$ cat src/etffc_defines.svh
/*
  Widths and reset values of the eight tap filter cells.
  Assumes inclusion by bare name from the package and design files.
*/
`ifndef ETFFC_DEFINES_SVH
`define ETFFC_DEFINES_SVH

`define ETFFC_TAPS     8
`define ETFFC_IN_W     8
`define ETFFC_EXT_W    9
`define ETFFC_PROD_W   18
`define ETFFC_ACC_W    26
`define ETFFC_SHIFT    8
`define ETFFC_SEL_W    3
`define ETFFC_DCM_W    2
`define ETFFC_EN_RST   1'b1
`define ETFFC_SEL_RST  3'h0
`define ETFFC_DCM_RST  2'h0

`endif

$ cat src/etffc_pkg.sv
/*
  Types shared by the filter cell array and its taps.
  Assumes etffc_defines.svh is on the include path.
*/
`include "etffc_defines.svh"
`default_nettype none

package etffc_pkg;
  typedef logic [`ETFFC_EXT_W-1:0] etffc_ext_t;
  typedef logic [`ETFFC_ACC_W-1:0] etffc_acc_t;

  typedef enum logic [`ETFFC_DCM_W-1:0] {
    DECIM_NONE,
    DECIM_HALF,
    DECIM_THIRD,
    DECIM_FOURTH
  } etffc_decim_e;

  typedef struct packed {
    logic                    global_clear_n;
    logic                    select_clear_n;
    logic                    coef_load_n;
    logic                    sample_load_n;
    logic                    shift_add_sel;
    logic [`ETFFC_SEL_W-1:0] tap_select;
  } etffc_ctrl_s;
endpackage : etffc_pkg

`default_nettype wire

$ cat src/etffc_filter_cells.sv
/*
  Eight cascaded multiply-accumulate filter taps with shift-and-add
  output stage. Assumes all inputs come from logic on core_clk_i.
*/
`include "etffc_defines.svh"
`default_nettype none

// Contract
// - Eight taps: multiplier, three stages, accumulator
// - Output stage adds tap to buffer shifted
// - Sample and coefficient formats chosen independently
// - Coefficients enter tap zero, leave last tap
// - No decimation: coefficient out next cycle
// - Decimation adds one to three cycles
// - Coefficient enable registered, loads second edge
// - Coefficient enable high holds coefficient stages
// - Sample enable registered, loads second edge
// - Sample enable high loads zero samples
// - Extended product passes two pipeline stages
// - Sum written to accumulator and holding register
// - Accumulator updates every cycle unless cleared
// - Both clears low clear all tap registers and the buffer
// - Clear inputs registered, act second cycle
// - Selective clear alone clears addressed accumulator
// - Decimation select registered, picks stage count
// - Global alone clears registers; none when high
// - High format means signed, nine-bit internal
// - Drive enable low drives coefficient outputs

module etffc_filter_cells #(
  parameter int TAPS = `ETFFC_TAPS
) (
  input  wire logic                      core_clk_i,
  input  wire logic                      rst_i,
  input  wire logic [`ETFFC_IN_W-1:0]    sample_in_bus_i,
  input  wire logic                      sample_load_n_i,
  input  wire logic                      sample_format_sel_i,
  input  wire logic [`ETFFC_IN_W-1:0]    coef_in_bus_i,
  input  wire logic                      coef_load_n_i,
  input  wire logic                      coef_format_sel_i,
  input  wire logic                      coef_out_drive_n_i,
  input  wire logic [`ETFFC_DCM_W-1:0]   decim_select_i,
  input  wire logic [`ETFFC_SEL_W-1:0]   tap_select_i,
  input  wire logic                      global_clear_n_i,
  input  wire logic                      select_clear_n_i,
  input  wire logic                      shift_add_sel_i,
  output logic      [`ETFFC_ACC_W-1:0]   result_bus_o,
  output logic      [`ETFFC_IN_W-1:0]    coef_out_bus_o,
  output logic                           coef_format_out_o,
  output logic                           coef_out_oe_n_o
);
  localparam int AW = `ETFFC_ACC_W;
  localparam int SH = `ETFFC_SHIFT;
  localparam int IW = `ETFFC_IN_W;
  localparam int SW = `ETFFC_SEL_W;

  localparam etffc_pkg::etffc_ctrl_s CTRL_RST = '{
    global_clear_n: `ETFFC_EN_RST,
    select_clear_n: `ETFFC_EN_RST,
    coef_load_n:    `ETFFC_EN_RST,
    sample_load_n:  `ETFFC_EN_RST,
    shift_add_sel:  1'b0,
    tap_select:     `ETFFC_SEL_RST
  };

  // Top bit is the sign for two's complement, zero for unsigned
  function automatic etffc_pkg::etffc_ext_t extend_word(
    input logic [IW-1:0] word,
    input logic          twos);
    extend_word = {twos & word[IW-1], word};
  endfunction : extend_word

  // ==========================================================
  // Input latching
  // ==========================================================
  etffc_pkg::etffc_ctrl_s ctrl_in;
  etffc_pkg::etffc_ctrl_s ctrl_q;
  logic [`ETFFC_DCM_W-1:0] decim_q;

  assign ctrl_in.global_clear_n = global_clear_n_i;
  assign ctrl_in.select_clear_n = select_clear_n_i;
  assign ctrl_in.coef_load_n    = coef_load_n_i;
  assign ctrl_in.sample_load_n  = sample_load_n_i;
  assign ctrl_in.shift_add_sel  = shift_add_sel_i;
  assign ctrl_in.tap_select     = tap_select_i;

  // One cycle of delay on every enable, clear and decimation select
  always_ff @(posedge core_clk_i or posedge rst_i) begin
    if (rst_i) begin
      ctrl_q  <= CTRL_RST;
      decim_q <= `ETFFC_DCM_RST;
    end else begin
      ctrl_q  <= ctrl_in;
      decim_q <= decim_select_i;
    end
  end

  // ==========================================================
  // Clear decode
  // ==========================================================
  wire logic clr_regs = !ctrl_q.global_clear_n;
  wire logic clr_one  = !ctrl_q.select_clear_n;
  wire logic coef_shift = !ctrl_q.coef_load_n;

  logic [TAPS-1:0] clr_acc;

  // ==========================================================
  // Sample and coefficient words
  // ==========================================================
  wire etffc_pkg::etffc_ext_t sample_ext =
      extend_word(sample_in_bus_i, sample_format_sel_i);
  wire etffc_pkg::etffc_ext_t sample_word =
      ctrl_q.sample_load_n ? '0 : sample_ext;
  wire etffc_pkg::etffc_ext_t coef_word =
      extend_word(coef_in_bus_i, coef_format_sel_i);
  wire etffc_pkg::etffc_decim_e next_decim =
      etffc_pkg::etffc_decim_e'(decim_q);

  // ==========================================================
  // Tap array
  // ==========================================================
  etffc_pkg::etffc_ext_t tap_coef [TAPS];
  etffc_pkg::etffc_acc_t tap_acc  [TAPS];

  for (genvar i = 0; i < TAPS; i++) begin : g_tap
    etffc_pkg::etffc_ext_t chain_in;

    if (i == 0) begin : g_head
      assign chain_in = coef_word;
    end else begin : g_link
      assign chain_in = tap_coef[i-1];
    end

    // Global clear widens the selective clear to every tap
    assign clr_acc[i] = clr_one &
        (clr_regs | (ctrl_q.tap_select == SW'(i)));

    etffc_tap_cell u_cell (
      .core_clk_i   (core_clk_i),
      .rst_i        (rst_i),
      .coef_shift_i (coef_shift),
      .clr_regs_i   (clr_regs),
      .clr_acc_i    (clr_acc[i]),
      .next_decim_i (next_decim),
      .coef_i       (chain_in),
      .sample_i     (sample_word),
      .coef_o       (tap_coef[i]),
      .acc_o        (tap_acc[i])
    );
  end

  // ==========================================================
  // Shift-and-add output stage
  // ==========================================================
  etffc_pkg::etffc_acc_t out_buf;
  logic                  shift_add_prev;
  logic [SW-1:0]         tap_select_prev;

  wire etffc_pkg::etffc_acc_t sel_acc = tap_acc[ctrl_q.tap_select];
  wire etffc_pkg::etffc_acc_t buf_shift = ctrl_q.shift_add_sel ?
      {{SH{out_buf[AW-1]}}, out_buf[AW-1:SH]} : '0;
  wire etffc_pkg::etffc_acc_t next_buf = sel_acc + buf_shift;
  wire logic acc_path = !ctrl_q.shift_add_sel && !shift_add_prev;
  // Holding the same address freezes the result for slow readers
  wire logic new_sel = ctrl_q.tap_select != tap_select_prev;
  wire etffc_pkg::etffc_acc_t next_result = acc_path ?
      (new_sel ? sel_acc : result_bus_o) : out_buf;

  always_ff @(posedge core_clk_i or posedge rst_i) begin
    if (rst_i) begin
      out_buf         <= '0;
      shift_add_prev  <= 1'b0;
      tap_select_prev <= `ETFFC_SEL_RST;
    end else begin
      out_buf         <= clr_regs ? '0 : next_buf;
      shift_add_prev  <= ctrl_q.shift_add_sel;
      tap_select_prev <= ctrl_q.tap_select;
    end
  end

  always_ff @(posedge core_clk_i or posedge rst_i) begin
    if (rst_i) begin
      result_bus_o <= '0;
    end else begin
      result_bus_o <= next_result;
    end
  end

  // ==========================================================
  // Coefficient output pins
  // ==========================================================
  // Last tap output is already a flop; only the low byte leaves
  assign coef_out_bus_o = tap_coef[TAPS-1][IW-1:0];

  always_ff @(posedge core_clk_i or posedge rst_i) begin
    if (rst_i) begin
      coef_format_out_o <= 1'b0;
      coef_out_oe_n_o   <= `ETFFC_EN_RST;
    end else begin
      coef_format_out_o <= coef_format_sel_i;
      coef_out_oe_n_o   <= coef_out_drive_n_i;
    end
  end
endmodule : etffc_filter_cells

`default_nettype wire

$ cat src/etffc_tap_cell.sv
/*
  One filter tap: coefficient and decimation stages, sample register,
  two-stage product pipeline and accumulator with holding register.
  Assumes the array above it supplies already registered enables.
*/
`include "etffc_defines.svh"
`default_nettype none

module etffc_tap_cell #(
  parameter int EW = `ETFFC_EXT_W,
  parameter int PW = `ETFFC_PROD_W,
  parameter int AW = `ETFFC_ACC_W
) (
  input  wire logic                   core_clk_i,
  input  wire logic                   rst_i,
  input  wire logic                   coef_shift_i,
  input  wire logic                   clr_regs_i,
  input  wire logic                   clr_acc_i,
  input  wire etffc_pkg::etffc_decim_e next_decim_i,
  input  wire logic [EW-1:0]          coef_i,
  input  wire logic [EW-1:0]          sample_i,
  output logic      [EW-1:0]          coef_o,
  output logic      [AW-1:0]          acc_o
);
  logic        [EW-1:0] coef_reg_value;
  logic        [EW-1:0] decim_stage_one;
  logic        [EW-1:0] decim_stage_two;
  logic        [EW-1:0] decim_stage_three;
  logic        [EW-1:0] sample_reg_value;
  logic signed [PW-1:0] product_pipe_first;
  logic signed [PW-1:0] product_pipe_second;
  logic        [AW-1:0] hold_reg;

  function automatic logic [EW-1:0] pick_stage(
    input etffc_pkg::etffc_decim_e sel,
    input logic [EW-1:0] s0, s1, s2, s3);
    case (sel)
      etffc_pkg::DECIM_NONE:  pick_stage = s0;
      etffc_pkg::DECIM_HALF:  pick_stage = s1;
      etffc_pkg::DECIM_THIRD: pick_stage = s2;
      default:                pick_stage = s3;
    endcase
  endfunction : pick_stage

  // ==========================================================
  // Coefficient path
  // ==========================================================
  wire logic [EW-1:0] next_coef = clr_regs_i ? '0 :
      (coef_shift_i ? coef_i : coef_reg_value);
  wire logic [EW-1:0] next_one = clr_regs_i ? '0 :
      (coef_shift_i ? coef_reg_value : decim_stage_one);
  wire logic [EW-1:0] next_two = clr_regs_i ? '0 :
      (coef_shift_i ? decim_stage_one : decim_stage_two);
  wire logic [EW-1:0] next_three = clr_regs_i ? '0 :
      (coef_shift_i ? decim_stage_two : decim_stage_three);
  // Output flop mirrors the chosen stage, so no extra latency
  wire logic [EW-1:0] next_out = pick_stage(next_decim_i, next_coef,
      next_one, next_two, next_three);

  // ==========================================================
  // Multiply and accumulate
  // ==========================================================
  wire logic signed [PW-1:0] product =
      $signed(coef_reg_value) * $signed(sample_reg_value);
  wire logic [AW-1:0] addend =
      {{(AW-PW){product_pipe_second[PW-1]}}, product_pipe_second};
  wire logic [AW-1:0] sum = acc_o + addend;

  always_ff @(posedge core_clk_i or posedge rst_i) begin
    if (rst_i) begin
      coef_reg_value      <= '0;
      decim_stage_one     <= '0;
      decim_stage_two     <= '0;
      decim_stage_three   <= '0;
      coef_o              <= '0;
      sample_reg_value    <= '0;
      product_pipe_first  <= '0;
      product_pipe_second <= '0;
      acc_o               <= '0;
      hold_reg            <= '0;
    end else begin
      coef_reg_value      <= next_coef;
      decim_stage_one     <= next_one;
      decim_stage_two     <= next_two;
      decim_stage_three   <= next_three;
      coef_o              <= next_out;
      sample_reg_value    <= clr_regs_i ? '0 : sample_i;
      product_pipe_first  <= clr_regs_i ? '0 : product;
      product_pipe_second <= clr_regs_i ? '0 : product_pipe_first;
      acc_o               <= clr_acc_i ? '0 : sum;
      hold_reg            <= clr_regs_i ? '0 : sum;
    end
  end
endmodule : etffc_tap_cell

`default_nettype wire

$ cat config.mk
export PLATFORM = sky130hd
export DESIGN_NAME = etffc_filter_cells
export DESIGN_NICKNAME = d
export VERILOG_FILES = /design/src/etffc_pkg.sv /design/src/etffc_filter_cells.sv /design/src/etffc_tap_cell.sv
export VERILOG_INCLUDE_DIRS = /design/src /design/src/src
export SDC_FILE = /design/constraint.sdc
export NUM_CORES = 2
export LEC_CHECK = 0
export ABC_CLOCK_PERIOD_IN_PS = 27000
export BUFFER_PORTS_ARGS = -buffer_cell sky130_fd_sc_hd__buf_2
export CAP_MARGIN = 20
export CORE_UTILIZATION = 40
export CTS_CLUSTER_SIZE = 12
export DETAILED_ROUTE_END_ITERATION = 16
export HOLD_SLACK_MARGIN = 0.03
export PLACE_DENSITY = 0.59
export SYNTH_ARGS = -nofsm -noshare
export SYNTH_HDL_FRONTEND = slang
export SYNTH_SLANG_ARGS = --single-unit
$ cat constraint.sdc
create_clock -name core_clk_i -period 27 [get_ports core_clk_i]
set_input_delay 1.35 -clock core_clk_i [delete_from_list [all_inputs] [get_ports core_clk_i]]
set_output_delay 1.35 -clock core_clk_i [all_outputs]
set_load 0.01 [all_outputs]
==> metrics.md <==
| Metric | Value |
|---|---|
| Period minus WS final | `a little over 6000 ps` |
| Max FO, Critical Path | `between 70 and 80` |
| Final hold slack | `about 400 ps` |
| FILL cells | `16240` |
| Largest net degree at the start of global routing | `204` |
| FF-to-FF Start | `g_tap[6].u_cell.sample_reg_value[2]` |
| Ys async rst share | `1.000` |
| Post-Syn Instances | `6679` |
| Pre-CTS setup slack | `~20000 ps` |
| CTS Root Cell | `clkbuf_16` |
| Fin util | `0.4395` |
| Die Wd | `approximately 420 um` |
| FF/Latch Area | `23280 sq um` |
| Synth area leaders | `dfrtp_1 33%, fa_1 16%, ha_1 9.5%, mux2i_1 4.7%, and2_1 4.4%` |
| # setup viols final | `0` |
| Slew headroom | `0.2691` |
| Core ar. | `around 170000 sq um` |
| Syn_nets | `about 8000` |
| Unrepaired setup endpoints after global routing | `no` |
| Setup_tns | `0 ps` |
| Worst EP required | `around 28000 ps` |
| Htree depth | `3` |
| Crit Reg-Reg Endpoint | `g_tap[6].u_cell.product_pipe_first[17]` |
| F_max | `about 160 MHz` |
| Share of cells above drive strength 1 | `0.07473` |
| Final Max Tran Viols | `0` |
| R2R Setup Slk | `roughly 21000 ps` |
| Setup ws final | `20840 ps` |
| Top FF cell, synth | `dfrtp_1` |
| Top cells by count, synth | `924 x dfrtp_1, 641 x inv_1, 613 x nor2_1` |
| Most frequent cell on the critical path | `buf_4` |
| Via density | `~5.2` |
| Vias in the first global route | `~48000` |
| Crit path capture type | `asynchronous set/reset pin` |
| Hold Vio Cnt, Final | `0` |
| Worst setup path class | `in -> async` |
| Synthesized flop and latch total | `just over 900` |
| Ordered list of cells on the worst path | `buf_2, clkinvlp_4, buf_4, buf_4, buf_4, buf_4, buf_4, buf_4, buf_4` |
| Sequential area share after synthesis | `0.3345` |
| Area of the multi-input gates | `42650 sq um` |
| # hold bufs at CTS | `0` |
| Post-synth cell types | `~80` |
| Hold depth | `1` |
| Post-Syn Area | `a little under 70000 sq um` |
| I/O Pins | `between 60 and 70` |
| Final global-route overflow total | `0` |
| Hold/Removal Path Class | `reg -> reg` |
| Post-CTS Setup Inserts | `0` |
| Post_cts resized | `0` |
| Most frequent cell after synthesis | `dfrtp_1` |
| Max Cap Viol | `0` |
| Nets | `a little under 8000` |
| Post-DP Area | `72000 sq um` |
| CTS max path bufs | `3` |
| Layout area overhead | `8.814%` |
| Placed Cells incl. Taps | `around 9000` |
| Yosys warnings | `0` |
| Die span in y | `418.9 um` |
| Initial Utilization | `0.4039` |
| Routed WL | `161400 um` |
| Worst Path Arrival | `just under 7000 ps` |
| Clock slew at reported path FFs | `60 ps` |
| Detailed Routing Iterations Pass 1 | `7` |
| Worst Tran Pin Value | `around 1100 ps` |
| Hold wc startpoint | `g_tap[7].u_cell.product_pipe_first[1]` |
| Antenna violations before repair | `6` |
| Drt wl/cell | `~18 um` |
| Sink Count | `slightly above 900` |
| Reg2Reg Depth | `18` |
| Number of enable flip-flop cells after synthesis | `0` |
| Antenna-violating nets left | `0` |
| Pwr dens | `between 40 and 50 nW/um^2` |
| Family with the most delay on the worst path | `buffers and inverters` |
| DRC viols | `0` |
| Crit-path slowest cell | `buf_4` |
| First-pass GRT wire length | `about 260000 um` |
| Post-synth top area share | `0.3326` |
| Hold Crit Endpoint | `g_tap[7].u_cell.product_pipe_second[1]` |
| CTS tree | `yes` |
| Fin Clk Skew | `51.06 ps` |
| Worst vdd ir | `between 0.04 and 0.05 mV` |
| Leak pwr | `between 30 and 40 nW` |
| Worst Setup SP | `rst_i` |
| Total CTS buffers | `between 100 and 150` |
| CP peak stage delay | `810 ps` |
| Startpoint types | `input pin` |
| Avg Inst Size Synth | `10.41 sq um` |
| Design Power | `around 3.2 mW` |
| GR Util All Layers | `0.1880` |
| Via count | `between 40000 and 50000` |
| Final instance area | `75640 sq um` |
| Synth area leader | `dfrtp_1` |
| Final Non-Filler Cells | `between 8000 and 9000` |
| Buf+Inv Stages, Crit Path | `9` |
| DP HPWL | `approximately 120000 um` |
| Die ar. | `175500 sq um` |
| Status | `completed` |
| Rows | `152` |
| Port-buffer cells | `66` |
| Clk_lat worst skew | `about 750 ps` |
| Initial drt markers | `around 3000` |
| Period utilisation layout | `0.2282` |
| GPL Wtd Cong | `between 0.8 and 0.9` |
[sequential cells by signal, summed over array words and instances, names as in the netlist]
name                              flops
g_tap.u_cell.acc_o                  208
g_tap.u_cell.product_pipe_first     144
g_tap.u_cell.product_pipe_second    144
g_tap.u_cell.coef_reg_value          72
g_tap.u_cell.coef_o                  71
g_tap.u_cell.decim_stage_one         71
g_tap.u_cell.decim_stage_three       71
g_tap.u_cell.decim_stage_two         71
out_buf                              26
result_bus_o                         26
g_tap.u_cell.sample_reg_value         9
ctrl_q                                8
tap_select_prev                       3
decim_q                               2
coef_format_out_o                     1
coef_out_oe_n_o                       1
shift_add_prev                        1
[metal layers]
layer	track usage	routed length (um)	vias to the layer above
met5	0	0	-
met4	0.05358	4339	0
met3	0.02193	5563	218
met2	0.2959	72900	786
met1	0.2726	78610	23540
li1	-	-	22030
[where the power goes]
| part | internal [mW] | leakage (nW) | switching [mW] | total (mW) |
|---|---|---|---|---|
| Combinational | 0.0985 | 25.1 | 0.170 | 0.268 |
| Clock | 0.879 | 1.74 | 0.608 | 1.49 |
| Sequential | 1.42 | 12.8 | 0.0364 | 1.46 |
| Total | 2.40 | 39.6 | 0.814 | 3.21 |
[area by class of cell]
cell class              instances  area share
diodes                          1  0.00003308
clock buffers                 145     0.03884
clock inverters                44    0.008833
inverters                     642     0.03201
multi-input cells            4785      0.5639
flip-flops and latches        929      0.3078
well taps                    2310     0.03821
repair buffers                119     0.01032
[cells by family after synthesis]
| kind of cell | count (synthesis) | share of synthesized area |
|---|---|---|
| DFF | 929 | 0.3345 |
| muxes | 481 | 0.09200 |
| xor gates and xnor gates | 272 | 0.03427 |
| AOI/OAI and AO/OA | 873 | 0.08276 |
| adders and majority gates | 1098 | 0.2591 |
| and+or+nand+nor | 2061 | 0.1451 |
| buffers and inverters | 965 | 0.05231 |
[how the worst max path moves through the flow]
stage | depth (start not counted) | end
after global placement | 9 | decim_q[1]
after global routing | 9 | decim_q[1]
after detailed placement | 9 | decim_q[1]
final | 9 | decim_q[1]
after CTS | 9 | decim_q[1]
after floorplan | 1 | coef_format_out_o
[worst reg2reg max path, delay by kind of cell, from the launching register on]
family | cells | cell delay [ps]
compound gates | 3 | 700
fa+ha+maj | 6 | 2590
flops | 1 | 560
simple gates | 5 | 1360
buf+inv | 4 | 820
[layout by cell type, fill, tap and decap left out, types with 18 or more instances in the layout]
cell type | synthesis | final
a21oi_1 | 218 | 213
nand3_1 | 61 | 61
mux2i_1 | 325 | 325
and2_1 | 490 | 490
xor2_1 | 104 | 104
mux4_2 | 123 | 123
nand2b_1 | 58 | 58
nor3b_1 | 24 | 24
clkbuf_16 | 0 | 105
inv_1 | 641 | 640
o21a_1 | 39 | 39
a211o_1 | 18 | 18
dfrtp_1 | 924 | 911
a31oi_1 | 28 | 28
a21o_1 | 145 | 145
buf_2 | 11 | 66
o21ai_0 | 182 | 182
nand4_1 | 23 | 23
nor2b_1 | 92 | 92
o31ai_1 | 19 | 19
nor3_1 | 86 | 85
fa_1 | 569 | 569
xnor2_1 | 168 | 168
nor2_1 | 613 | 612
buf_4 | 0 | 49
a211oi_1 | 47 | 47
clkbuf_1 | 277 | 24
nand2_1 | 486 | 486
and3_1 | 48 | 48
ha_1 | 529 | 529
a21boi_0 | 20 | 20
o21bai_1 | 35 | 35
mux2_2 | 33 | 33
(Power assumes the default switching activity.)
